<file path="config.mk">
export PLATFORM = sky130hd
export DESIGN_NAME = timer_gate_control
export DESIGN_NICKNAME = d
export VERILOG_FILES = /design/src/gate_pkg.sv /design/src/gate_if.sv /design/src/timer_gate_control.sv /design/src/gate_src.sv
export SDC_FILE = /design/constraint.sdc
export NUM_CORES = 1
export LEC_CHECK = 0
export BUFFER_PORTS_ARGS = -buffer_cell sky130_fd_sc_hd__buf_2
export CORE_MARGIN = 2
export CORE_UTILIZATION = 36
export CTS_BUF_LIST = sky130_fd_sc_hd__clkbuf_16
export DETAILED_ROUTE_END_ITERATION = 10
export PLACE_DENSITY = 0.72
export SETUP_SLACK_MARGIN = 0.3
export SYNTH_ARGS = -nofsm -noshare
export SYNTH_HDL_FRONTEND = slang
export SYNTH_SLANG_ARGS = --single-unit
</file>
<file path="constraint.sdc">
create_clock -name CLK_SYS_I -period 2.4 [get_ports CLK_SYS_I]
set_clock_uncertainty 0.05 [all_clocks]
set_input_delay 0.24 -clock CLK_SYS_I [delete_from_list [all_inputs] [get_ports CLK_SYS_I]]
set_output_delay 0.24 -clock CLK_SYS_I [all_outputs]
set_load 0.02 [all_outputs]
</file>
<file path="src/gate_pkg.sv">
/*
 * Constants for the timer gate control block: register map, field
 * positions, reset values and the gate source encoding.
 * Assumes an APB slave with 32-bit data and one word per register.
 */
//
// Notes on behaviour
// - Gate enable clear and running: count freely; set and running: gate decides counting.
// - Polarity one counts while gate high; zero counts while gate low.
// - Go/done reads one while armed, waiting or in the pulse, zero when done or idle.
// - Gate value shows the gate after source selection and polarity.
// - Gate value tracks the gate even when gate enable is clear.
// - Select 11 routes comparator 2, select 10 routes comparator 1.
// - Select 01 routes second timer overflow, select 00 the gate pin.
// - Each comparator gate source is usable direct or synchronised.
//
package gate_pkg;

    // ------------------------------------------------------------
    // Register offsets
    // ------------------------------------------------------------
    localparam logic [7:0] GCON_ADDR = 8'h00;
    localparam logic [7:0] CTRL_ADDR = 8'h04;
    localparam logic [7:0] STAT_ADDR = 8'h08;
    localparam logic [7:0] IEN_ADDR = 8'h0c;
    localparam logic [7:0] ICLR_ADDR = 8'h10;

    // ------------------------------------------------------------
    // Gate control fields
    // ------------------------------------------------------------
    localparam int GE_BIT = 7;
    localparam int POL_BIT = 6;
    localparam int TM_BIT = 5;
    localparam int SPM_BIT = 4;
    localparam int GO_BIT = 3;
    localparam int VAL_BIT = 2;
    localparam int SS_LSB = 0;

    // ------------------------------------------------------------
    // Auxiliary control fields
    // ------------------------------------------------------------
    localparam int RUN_BIT = 0;
    localparam int C1SYNC_BIT = 1;
    localparam int C2SYNC_BIT = 2;

    // ------------------------------------------------------------
    // Event bits
    // ------------------------------------------------------------
    localparam int EV_DONE_BIT = 0;
    localparam int EV_RISE_BIT = 1;
    localparam int EV_W = 2;

    // ------------------------------------------------------------
    // Reset values
    // ------------------------------------------------------------
    localparam logic [7:0] GCON_RST = 8'h00;
    localparam logic [2:0] CTRL_RST = 3'h0;
    localparam logic [1:0] IEN_RST = 2'h0;

    // ------------------------------------------------------------
    // Gate source encoding
    // ------------------------------------------------------------
    typedef enum logic [1:0]
    {
        SRC_PIN = 2'h0,
        SRC_OVF = 2'h1,
        SRC_CMP1 = 2'h2,
        SRC_CMP2 = 2'h3
    } gate_src_t;

endpackage

</file>
<file path="src/gate_if.sv">
/*
 * Interface between the register file and the gate path.
 * Assumes both sides share CLK_SYS_I.
 */
`timescale 1ns/1ps
interface gate_if;
    logic [1:0] src_sel;
    logic cmp1_sync_en;
    logic cmp2_sync_en;
    logic polarity;
    logic gate_pin;
    logic ovf;
    logic cmp1;
    logic cmp2;
    logic gate_val;
    modport src
    (
        input src_sel, cmp1_sync_en, cmp2_sync_en, polarity, gate_pin, ovf, cmp1, cmp2,
        output gate_val
    );
    modport ctl
    (
        output src_sel, cmp1_sync_en, cmp2_sync_en, polarity, gate_pin, ovf, cmp1, cmp2,
        input gate_val
    );
endinterface

</file>
<file path="src/timer_gate_control.sv">
/*
 * Timer gate control with APB register access and event interrupt.
 * Assumes an APB master on CLK_SYS_I and inputs synchronous to it,
 * except comparator outputs which may be synchronised inside.
 */
// Implementation choices: the APB register port and the placing of the registers.
`timescale 1ns/1ps
module timer_gate_control
(
    input wire logic CLK_SYS_I,
    input wire logic NRST_I,
    input wire logic PSEL_I,
    input wire logic PENABLE_I,
    input wire logic PWRITE_I,
    input wire logic [7:0] PADDR_I,
    input wire logic [31:0] PWDATA_I,
    output logic [31:0] PRDATA_O,
    output logic PREADY_O,
    output logic PSLVERR_O,
    input wire logic GATE_PIN_I,
    input wire logic TIMER2_OVF_I,
    input wire logic CMP1_OUT_I,
    input wire logic CMP2_OUT_I,
    output logic COUNT_EN_O,
    output logic IRQ_O
);
    typedef enum logic [1:0]
    {
        SP_IDLE,
        SP_WAIT,
        SP_PULSE
    } sp_state_t;

    gate_if g();

    logic [7:0] gcon_q;
    logic [2:0] ctrl_q;
    logic [1:0] ien_q;
    logic [1:0] stat_q;
    logic [1:0] ev_set;
    sp_state_t sp_q;
    logic gv_q;
    logic tog_q;
    logic after_tog;
    logic rise;
    logic sp_gate;
    logic final_gate;
    logic go_done;
    logic wr;
    logic rd;
    logic go_wr;
    logic [31:0] rdata;
    logic addr_ok;

    // ------------------------------------------------------------
    // Gate source path
    // ------------------------------------------------------------
    assign g.src_sel = gcon_q[gate_pkg::SS_LSB +: 2];
    assign g.cmp1_sync_en = ctrl_q[gate_pkg::C1SYNC_BIT];
    assign g.cmp2_sync_en = ctrl_q[gate_pkg::C2SYNC_BIT];
    assign g.polarity = gcon_q[gate_pkg::POL_BIT];
    assign g.gate_pin = GATE_PIN_I;
    assign g.ovf = TIMER2_OVF_I;
    assign g.cmp1 = CMP1_OUT_I;
    assign g.cmp2 = CMP2_OUT_I;

    gate_src u_src
    (
        .clk_i(CLK_SYS_I),
        .nrst_i(NRST_I),
        .g(g)
    );

    // ------------------------------------------------------------
    // APB decode
    // ------------------------------------------------------------
    function automatic logic hit(input logic [7:0] a, input logic [7:0] off);
        hit = (a == off);
    endfunction

    assign wr = PSEL_I && PENABLE_I && PWRITE_I && PREADY_O;
    assign rd = PSEL_I && !PENABLE_I && !PWRITE_I;
    assign addr_ok = hit(PADDR_I, gate_pkg::GCON_ADDR) || hit(PADDR_I, gate_pkg::CTRL_ADDR)
        || hit(PADDR_I, gate_pkg::STAT_ADDR) || hit(PADDR_I, gate_pkg::IEN_ADDR)
        || hit(PADDR_I, gate_pkg::ICLR_ADDR);
    assign go_wr = wr && hit(PADDR_I, gate_pkg::GCON_ADDR) && PWDATA_I[gate_pkg::GO_BIT];

    // ------------------------------------------------------------
    // Toggle flip-flop and edge detect
    // ------------------------------------------------------------
    always_ff @(posedge CLK_SYS_I)
    begin
        if (!NRST_I)
            gv_q <= 1'b1;
        else
            gv_q <= g.gate_val;
    end

    assign rise = g.gate_val && !gv_q;

    always_ff @(posedge CLK_SYS_I)
    begin
        if (!NRST_I)
            tog_q <= 1'b0;
        else if (!gcon_q[gate_pkg::TM_BIT])
            tog_q <= 1'b0;
        else if (rise)
            tog_q <= !tog_q;
    end

    assign after_tog = gcon_q[gate_pkg::TM_BIT] ? tog_q : g.gate_val;

    // ------------------------------------------------------------
    // Single-pulse acquisition
    // ------------------------------------------------------------
    logic at_q;

    always_ff @(posedge CLK_SYS_I)
    begin
        if (!NRST_I)
            at_q <= 1'b0;
        else
            at_q <= after_tog;
    end

    always_ff @(posedge CLK_SYS_I)
    begin
        if (!NRST_I)
            sp_q <= SP_IDLE;
        else if (!gcon_q[gate_pkg::SPM_BIT])
            sp_q <= SP_IDLE;
        else
        begin
            case (sp_q)
                SP_IDLE:
                    if (go_wr)
                        sp_q <= SP_WAIT;
                SP_WAIT:
                    if (after_tog && !at_q)
                        sp_q <= SP_PULSE;
                SP_PULSE:
                    if (!after_tog)
                        sp_q <= SP_IDLE;
                default:
                    sp_q <= SP_IDLE;
            endcase
        end
    end

    assign go_done = (sp_q != SP_IDLE);
    assign sp_gate = (sp_q == SP_PULSE) && after_tog;
    assign final_gate = gcon_q[gate_pkg::SPM_BIT] ? sp_gate : after_tog;

    // ------------------------------------------------------------
    // Counter enable
    // ------------------------------------------------------------
    always_ff @(posedge CLK_SYS_I)
    begin
        if (!NRST_I)
            COUNT_EN_O <= 1'b0;
        else if (!ctrl_q[gate_pkg::RUN_BIT])
            COUNT_EN_O <= 1'b0;
        else if (!gcon_q[gate_pkg::GE_BIT])
            COUNT_EN_O <= 1'b1;
        else
            COUNT_EN_O <= final_gate;
    end

    // ------------------------------------------------------------
    // Registers
    // ------------------------------------------------------------
    always_ff @(posedge CLK_SYS_I)
    begin
        if (!NRST_I)
            gcon_q <= gate_pkg::GCON_RST;
        else if (wr && hit(PADDR_I, gate_pkg::GCON_ADDR))
        begin
            gcon_q[7:4] <= PWDATA_I[7:4];
            gcon_q[1:0] <= PWDATA_I[1:0];
        end
    end

    always_ff @(posedge CLK_SYS_I)
    begin
        if (!NRST_I)
            ctrl_q <= gate_pkg::CTRL_RST;
        else if (wr && hit(PADDR_I, gate_pkg::CTRL_ADDR))
            ctrl_q <= PWDATA_I[2:0];
    end

    always_ff @(posedge CLK_SYS_I)
    begin
        if (!NRST_I)
            ien_q <= gate_pkg::IEN_RST;
        else if (wr && hit(PADDR_I, gate_pkg::IEN_ADDR))
            ien_q <= PWDATA_I[1:0];
    end

    // ------------------------------------------------------------
    // Events and interrupt
    // ------------------------------------------------------------
    assign ev_set[gate_pkg::EV_DONE_BIT] = (sp_q == SP_PULSE) && !after_tog
        && gcon_q[gate_pkg::SPM_BIT];
    assign ev_set[gate_pkg::EV_RISE_BIT] = rise;

    always_ff @(posedge CLK_SYS_I)
    begin
        if (!NRST_I)
            stat_q <= 2'h0;
        else if (wr && hit(PADDR_I, gate_pkg::ICLR_ADDR))
            stat_q <= (stat_q & ~PWDATA_I[1:0]) | ev_set;
        else
            stat_q <= stat_q | ev_set;
    end

    always_ff @(posedge CLK_SYS_I)
    begin
        if (!NRST_I)
            IRQ_O <= 1'b0;
        else
            IRQ_O <= |(stat_q & ien_q);
    end

    // ------------------------------------------------------------
    // Read path
    // ------------------------------------------------------------
    always_comb
    begin
        rdata = 32'h0;
        if (hit(PADDR_I, gate_pkg::GCON_ADDR))
        begin
            rdata[7:4] = gcon_q[7:4];
            rdata[gate_pkg::GO_BIT] = go_done;
            rdata[gate_pkg::VAL_BIT] = g.gate_val;
            rdata[1:0] = gcon_q[1:0];
        end
        else if (hit(PADDR_I, gate_pkg::CTRL_ADDR))
            rdata[2:0] = ctrl_q;
        else if (hit(PADDR_I, gate_pkg::STAT_ADDR))
            rdata[1:0] = stat_q;
        else if (hit(PADDR_I, gate_pkg::IEN_ADDR))
            rdata[1:0] = ien_q;
    end

    always_ff @(posedge CLK_SYS_I)
    begin
        if (!NRST_I)
        begin
            PRDATA_O <= 32'h0;
            PREADY_O <= 1'b0;
            PSLVERR_O <= 1'b0;
        end
        else
        begin
            if (rd)
                PRDATA_O <= rdata;
            PREADY_O <= PSEL_I && !PENABLE_I;
            PSLVERR_O <= PSEL_I && !PENABLE_I && !addr_ok;
        end
    end

    // ------------------------------------------------------------
    // Checks
    // ------------------------------------------------------------
    property p_run_off;
        @(posedge CLK_SYS_I) disable iff (!NRST_I)
        !ctrl_q[gate_pkg::RUN_BIT] |=> !COUNT_EN_O;
    endproperty
    a_run_off: assert property (p_run_off) else $error("count while stopped");

    property p_free;
        @(posedge CLK_SYS_I) disable iff (!NRST_I)
        ctrl_q[gate_pkg::RUN_BIT] && !gcon_q[gate_pkg::GE_BIT] |=> COUNT_EN_O;
    endproperty
    a_free: assert property (p_free) else $error("free count missing");

    property p_pol;
        @(posedge CLK_SYS_I) disable iff (!NRST_I)
        g.src_sel == 2'h0 |-> g.gate_val == (GATE_PIN_I ~^ gcon_q[gate_pkg::POL_BIT]);
    endproperty
    a_pol: assert property (p_pol) else $error("polarity wrong");

    property p_ovf;
        @(posedge CLK_SYS_I) disable iff (!NRST_I)
        g.src_sel == 2'h1 && gcon_q[gate_pkg::POL_BIT] |-> g.gate_val == TIMER2_OVF_I;
    endproperty
    a_ovf: assert property (p_ovf) else $error("overflow source wrong");

    property p_c2sync;
        @(posedge CLK_SYS_I) disable iff (!NRST_I)
        g.src_sel == 2'h3 && ctrl_q[gate_pkg::C2SYNC_BIT] && gcon_q[gate_pkg::POL_BIT]
            && $stable(g.src_sel) && $stable(ctrl_q) && $stable(gcon_q)
            |-> g.gate_val == $past(CMP2_OUT_I, 2);
    endproperty
    a_c2sync: assert property (p_c2sync) else $error("cmp2 sync wrong");

    property p_c1dir;
        @(posedge CLK_SYS_I) disable iff (!NRST_I)
        g.src_sel == 2'h2 && !ctrl_q[gate_pkg::C1SYNC_BIT] && gcon_q[gate_pkg::POL_BIT]
            |-> g.gate_val == CMP1_OUT_I;
    endproperty
    a_c1dir: assert property (p_c1dir) else $error("cmp1 direct wrong");

    property p_go;
        @(posedge CLK_SYS_I) disable iff (!NRST_I)
        go_wr && gcon_q[gate_pkg::SPM_BIT] && PWDATA_I[gate_pkg::SPM_BIT] |=> go_done;
    endproperty
    a_go: assert property (p_go) else $error("go not armed");

    property p_tog;
        @(posedge CLK_SYS_I) disable iff (!NRST_I)
        gcon_q[gate_pkg::TM_BIT] && $past(gcon_q[gate_pkg::TM_BIT]) && $rose(g.gate_val)
            |=> tog_q != $past(tog_q);
    endproperty
    a_tog: assert property (p_tog) else $error("toggle missed");

    property p_tclr;
        @(posedge CLK_SYS_I) disable iff (!NRST_I)
        !gcon_q[gate_pkg::TM_BIT] |=> !tog_q;
    endproperty
    a_tclr: assert property (p_tclr) else $error("toggle not cleared");

    property p_val_ge;
        @(posedge CLK_SYS_I) disable iff (!NRST_I)
        rd && hit(PADDR_I, gate_pkg::GCON_ADDR) |=> PRDATA_O[gate_pkg::VAL_BIT] == $past(g.gate_val);
    endproperty
    a_val_ge: assert property (p_val_ge) else $error("gate value read wrong");

    property p_gated;
        @(posedge CLK_SYS_I) disable iff (!NRST_I)
        ctrl_q[gate_pkg::RUN_BIT] && gcon_q[gate_pkg::GE_BIT] && !gcon_q[gate_pkg::TM_BIT]
            && !gcon_q[gate_pkg::SPM_BIT] |=> COUNT_EN_O == $past(g.gate_val);
    endproperty
    a_gated: assert property (p_gated) else $error("gated count wrong");

    property p_done;
        @(posedge CLK_SYS_I) disable iff (!NRST_I)
        sp_q == SP_PULSE && !after_tog && gcon_q[gate_pkg::SPM_BIT]
            |=> !go_done && stat_q[gate_pkg::EV_DONE_BIT];
    endproperty
    a_done: assert property (p_done) else $error("single pulse not done");

    property p_c2dir;
        @(posedge CLK_SYS_I) disable iff (!NRST_I)
        g.src_sel == 2'h3 && !ctrl_q[gate_pkg::C2SYNC_BIT] && !gcon_q[gate_pkg::POL_BIT]
            |-> g.gate_val == !CMP2_OUT_I;
    endproperty
    a_c2dir: assert property (p_c2dir) else $error("cmp2 direct wrong");
endmodule

</file>
<file path="src/gate_src.sv">
/*
 * Gate source selection, optional comparator synchronisation and polarity.
 * Assumes all inputs are synchronous to CLK_SYS_I except the comparators.
 */
`timescale 1ns/1ps
module gate_src
(
    input wire logic clk_i,
    input wire logic nrst_i,
    gate_if.src g
);
    logic c1_m_q;
    logic c1_s_q;
    logic c2_m_q;
    logic c2_s_q;
    logic c1_eff;
    logic c2_eff;
    logic sel_raw;

    // ------------------------------------------------------------
    // Comparator synchronisers
    // ------------------------------------------------------------
    always_ff @(posedge clk_i)
    begin
        if (!nrst_i)
        begin
            c1_m_q <= 1'b0;
            c1_s_q <= 1'b0;
            c2_m_q <= 1'b0;
            c2_s_q <= 1'b0;
        end
        else
        begin
            c1_m_q <= g.cmp1;
            c1_s_q <= c1_m_q;
            c2_m_q <= g.cmp2;
            c2_s_q <= c2_m_q;
        end
    end

    assign c1_eff = g.cmp1_sync_en ? c1_s_q : g.cmp1;
    assign c2_eff = g.cmp2_sync_en ? c2_s_q : g.cmp2;

    // ------------------------------------------------------------
    // Source mux and polarity
    // ------------------------------------------------------------
    always_comb
    begin
        case (gate_pkg::gate_src_t'(g.src_sel))
            gate_pkg::SRC_CMP2: sel_raw = c2_eff;
            gate_pkg::SRC_CMP1: sel_raw = c1_eff;
            gate_pkg::SRC_OVF: sel_raw = g.ovf;
            gate_pkg::SRC_PIN: sel_raw = g.gate_pin;
            default: sel_raw = g.gate_pin;
        endcase
    end

    assign g.gate_val = g.polarity ? sel_raw : ~sel_raw;
endmodule

</file>
After elaboration in Yosys (flattened, before gate mapping):

Cells that the tools add are included.

* flip-flop bits (word level): 34
* bits of input ports: 49
* output and inout port bits: 36
* word-level logic and storage cells: 89

* equality and inequality tests: 12
* muxes and demuxes: 18
* bitwise operators: 6
* reduce and logical (&&, ||, !) cells: 36

Operators by type and width (number)
* $eq 8x4->1 const B: 2
* $logic_and 1x1->1: 16
* $mux 2: 7
* $eq 8x3->1 const B: 1
* $eq 8x5->1 const B: 1
* $logic_not 8->1: 1
* $logic_not 1->1: 7
* $mux 1: 7
* $eq 2x2->1 const B: 3
* $ne 2x2->1 const B: 3
* $pmux 2 s3: 1
* $reduce_and 2->1: 3
* $mux 5: 1
* $and 2x2->2: 2
* $eq 2x1->1 const B: 2
* $logic_not 2->1: 2
* $logic_or 1x1->1: 4
* $or 2x2->2: 2
* $pmux 1 s4: 1
* $mux 3: 1
* $reduce_and 3->1: 1
* $not 2->2: 1
* $reduce_bool 2->1: 1
* $reduce_or 2->1: 1
* $not 1->1: 1

Logic depth before layout (Yosys ltp):

* word-level depth: 10
* depth in mapped cells: 6
* mapped depth without buffers: 4

By module:

A second synthesis with hierarchy kept.

* cell total of the unflattened synthesis: 166
* area total of the unflattened synthesis: 1619.1 µm²

Modules (own cells, without submodules)
* timer_gate_control: instances 1, cells each 154, area each 1460.2 µm², sequential area each 600.6 µm²
* gate_src: instances 1, cells each 12, area each 158.9 µm², sequential area each 80.1 µm²

Least setup slack after synthesis:

Ideal clock, no wire load.

* path kind: register to register
* from: register gcon_q[0]
* to: register tog_q
* setup time: 0.064 ns
* data arrival time: 1.641 ns
* required time: 2.286 ns
* path slack: 0.645 ns
* cell stages (with the launch flop): 5
* path buffers: 0
* clock period less this slack: 1.755 ns
* path through: dfxtp_1 -> mux2i_1 -> mux2_2 -> or4_1 -> nand4_1

* cells in the longest elaborated chain, start to end: 5
* elaborated cells between the ends (all ways): 8
* classes of those cells: eq/ne: 3; mux: 2; bitwise: 1; reduce/logical: 2

Ends and longest elaborated chain
* start, declared: RTL line timer_gate_control.sv:36 `logic [7:0] gcon_q;`
* start signal, assigned: RTL line timer_gate_control.sv:175 `gcon_q <= gate_pkg::GCON_RST;`
* start signal, assigned: RTL line timer_gate_control.sv:179 `gcon_q[1:0] <= PWDATA_I[1:0];`
* $eq 2x1->1, or another cell as far along: RTL line gate_src.sv:49 `case (gate_pkg::gate_src_t'(g.src_sel))`
* $pmux 1 s4 (*): RTL line gate_src.sv:49
* $not 1->1: RTL line gate_src.sv:58 `assign g.gate_val = g.polarity ? sel_raw : ~sel_raw;`
* $mux 1 (*): RTL line gate_src.sv:58
* $logic_and 1x1->1 (*): RTL line timer_gate_control.sv:99 `assign rise = g.gate_val && !gv_q;`
* end signal, assigned: RTL line timer_gate_control.sv:108 `tog_q <= !tog_q;`
* end, declared: RTL line timer_gate_control.sv:43 `logic tog_q;`

Every way passes the cells marked *; elsewhere a longest branch is shown, timed or not.
A chain may end at the register's enable or synchronous reset.

Final worst setup path:

* from: register gcon_q[0]
* to: register COUNT_EN_O

* cells in the longest elaborated chain, start to end: 8
* elaborated cells between the ends (all ways): 11
* classes of those cells: eq/ne: 3; mux: 5; bitwise: 1; reduce/logical: 2

Ends and longest elaborated chain
* $eq 2x1->1, or another cell as far along: RTL line gate_src.sv:49
* $pmux 1 s4 (*): RTL line gate_src.sv:49
* $not 1->1: RTL line gate_src.sv:58
* $mux 1 (*): RTL line gate_src.sv:58
* $mux 1 (*): RTL line timer_gate_control.sv:111 `assign after_tog = gcon_q[gate_pkg::TM_BIT] ? tog_q : g.gate_val;`
* $logic_and 1x1->1: RTL line timer_gate_control.sv:151 `assign sp_gate = (sp_q == SP_PULSE) && after_tog;`
* $mux 1 (*): RTL line timer_gate_control.sv:152 `assign final_gate = gcon_q[gate_pkg::SPM_BIT] ? sp_gate : after_tog;`
* $mux 1 (*): RTL line timer_gate_control.sv:163 `else if (!gcon_q[gate_pkg::GE_BIT])`
* end signal, assigned: RTL line timer_gate_control.sv:166 `COUNT_EN_O <= final_gate;`
* end, declared: RTL line timer_gate_control.sv:24 `output logic COUNT_EN_O,`

Marked as above.

==> flow_summary_export.csv <==
group,metric,value,unit
timing,finalCriticalPeriod,1.96,ns
status,outcome,"complete, no violations",
die,die_height,74.0,µm
die,initial_utilization,37.4,%
timing,timing.max_slew.rel_slack,65.8,%
pwr,switching_share,23.7,%
drt,drc_errors,0,
synthesis,synth_top_cells_by_area,"dfxtp_1 (39%), buf_4 (10%), mux2i_1 (7.9%)",
synthesis,syn-mean-instance-area,9.10,µm²
drt,drtPass1Iterations,4,
pwr,powerDensity,631,mW/mm²
timing,period_share,81.5,%
clocking,clock_latency,0.28,ns
die,placeableCoreArea,0.00472,mm²
critical_path,timing_worst_setup_path_type,"reg -> reg",
global_routing,grt_pass1_vias,1150,
timing,worst_pin_slew,0.508,ns
die,floorplan.rows,25,
finish,layout.cells.non_filler,297,
synthesis,ys_seq_elements,34,
clocking,path_clk_slew,0.05,ns
finish,finalNetCount,278,
min_path,worst_hold_path.num_cells,2,
place,port-buffer-count,36,
place,gp_congestion,0.843,
synthesis,synth-seq-area-share,38.6,%
global_routing,maximum_number_of_pins_on_one_net_before_global_route_repair,32,
pwr,cellInternalPower,0.979,mW
synthesis,synth_top_flop_cell,"dfxtp_1",
timing,maxClockFrequency,0.511,GHz
synthesis,yosys.cell_types.count,40,
critical_path,worst_setup_path_start_kind,"register",
global_routing,gr-total-overflow,0,
pwr,max-vdd-ir-drop,241,µV
clocking,cts_hold_buf,0,
timing,rsz_0062_raised_after_global_routing,"false",
synthesis,synth_top_cell_area_share,38.6,%
synthesis,yosys.area.top_type,"dfxtp_1",
drt,ant_nets,0,
drt,drt_wl_total,3.60,mm
drt,via_count,1423,
global_routing,initial_antenna_violation_count,0,
clocking,ctsHtreeMaxLevel,2,
synthesis,ys.warnings.count,0,
clocking,clockBufferDepth,2,
pwr,power.net_switching,0.304,mW
global_routing,grt.total_usage,13.8,%
clocking,post_cts.repair.setup_buffers,0,
synthesis,netlist_instances,194,
die,floorplan.die.width,74.0,µm
drt,avgRoutedWirePerCell,12.1,µm
clocking,count_of_cells_resized_by_post_cts_repair,0,
critical_path,worst-r2r-cell-count,4,
pwr,sequentialPowerShare,44.8,%
pwr,clockPowerShare,46.9,%
finish,seq_area,681,µm²
synthesis,number_of_flops_mapped_to_enable_cells_by_yosys,0,
finish,multiInputGateArea,938,µm²
place,place.detailed.instances,289,
drt,route.detailed.vias_per_inst,4.79,
finish,postLayoutCoreUtil,43.0,%
pwr,pwr-share-comb,8.3,%
min_path,min-delay-path-class,"in -> reg",
timing,report.final.slew_viol_count,0,
drt,detail_route.iter0.violations,119,
timing,setup-tns-final,0,ns
synthesis,synth.cell_area,0.00177,mm²
finish,fraction_of_final_layout_cells_with_drive_strength_greater_than_1,23.9,%
pwr,static_leakage,0.887,nW
clocking,tritoncts_buffers,5,
die,fp.dieArea,0.00548,mm²
place,detailedPlacementHpwl,2.75,mm
die,io_pins,85,
synthesis,synthArstFlopShare,0,%
critical_path,worstPathRequired,2.49,ns
critical_path,cp-end-kind,"register",
finish,area.growth.synth_to_final,15.1,%
run,cap_viol_max_count,0,
clocking,cts_tree,"done",
critical_path,path_max_fanout,7,
finish,antennaDiodeCount,0,
finish,nFillCells,486,
critical_path,worst-endpoint-arrival,2.04,ns
timing,count_of_final_setup_violators,0,
clocking,clock_sinks,34,
clocking,cts-root-buf,"clkbuf_16",
timing,hold_viol,0,
global_routing,grt_pass1_wl,5.51,mm
## metrics by stage
step	power (mW)	worst slack [ns]	instance area, µm²	hold slack [ns]
4_1_cts	1.30	0.443	2030	0.132
5_1_grt	1.33	0.329	2030	0.140
3_5_place_dp	0.693	0.460	1890	0.375
2_1_floorplan	0.686	0.645	1850	0.312
3_3_place_gp	0.692	0.452	1890	0.365
6_report	1.28	0.443	2030	0.133
## layer usage
layer  share of wire (%)  global-route usage [%]
met1                  46                    17.6
met2                  45                    20.2
met3                 7.1                    5.69
met4                 1.9                    6.67
met5                   0                       0
## critical path, stage by stage, from the launching register on
cell and delay, ns:
dfxtp_1 0.46, mux2i_1 0.33, mux2_2 0.41, nor4_1 0.40
o22ai_1 0.16
## synth_stat cells (all sizes together), types with 4 or more instances
master	n
a22oi	5
and2	5
buf	26
clkbuf	5
dfxtp	34
mux2i	14
nand2	18
nand3	6
nand4	4
nor2	13
nor2b	6
nor3	8
o21ai	5
## cells in the final DEF, fill, tap and decap left out, types with 3 or more instances in the layout
| master | n |
|---|---|
| nor3_1 | 7 |
| inv_1 | 3 |
| clkbuf_16 | 5 |
| mux2_2 | 3 |
| nand2b_1 | 3 |
| and2_1 | 5 |
| o21ai_0 | 5 |
| conb_1 | 24 |
| nand3_1 | 6 |
| nor2b_1 | 6 |
| a22oi_1 | 5 |
| or3b_2 | 3 |
| nand4_1 | 4 |
| nand3b_1 | 3 |
| mux2i_1 | 14 |
| dfxtp_1 | 34 |
| nand2_1 | 18 |
| nor2_1 | 13 |
| buf_2 | 36 |
## worst paths after layout
path / start / end / slack, ns
worst min register to register: u_src.c2_m_q / u_src.c2_s_q / 0.38
worst max register to register: gcon_q[0] / COUNT_EN_O / 0.44
worst min-delay path: CMP2_OUT_I / u_src.c2_m_q / 0.13
worst max-delay path: gcon_q[0] / COUNT_EN_O / 0.44
## power groups by stage
stage,registers [mW],clock network [mW],logic (mW)
2_1_floorplan,0.588,0,0.0985
3_3_place_gp,0.587,0,0.105
3_5_place_dp,0.587,0,0.106
4_1_cts,0.575,0.615,0.106
5_1_grt,0.575,0.636,0.116
6_report,0.575,0.602,0.106
## area by class of cell
type	count	share of cell area, %
Clock buffer	5	6.16
Clock inverter	3	0.616
Inverter	3	0.554
Multi-Input combinational cell	149	46.2
Sequential cell	34	33.5
Tap cell	67	4.13
Timing Repair Buffer	36	8.87
## logic make-up (layout without fill, tap and decap cells)
group,after synthesis,in the layout,synth area share (%)
flops,34,34,38.6
other cells,1,24,0.212
compound gates,24,24,9.36
simple gates,82,82,26.3
mux,19,19,12.4
buf+inv,34,47,13.2
## sequential cells by signal (all words and copies together), names as in the netlist, 2 cells and up
name and cells:
gcon_q 6, sp_q 2, ctrl_q 3, stat_q 2
ien_q 2, PRDATA_O 8
Power figures use the tool's default switching activity.
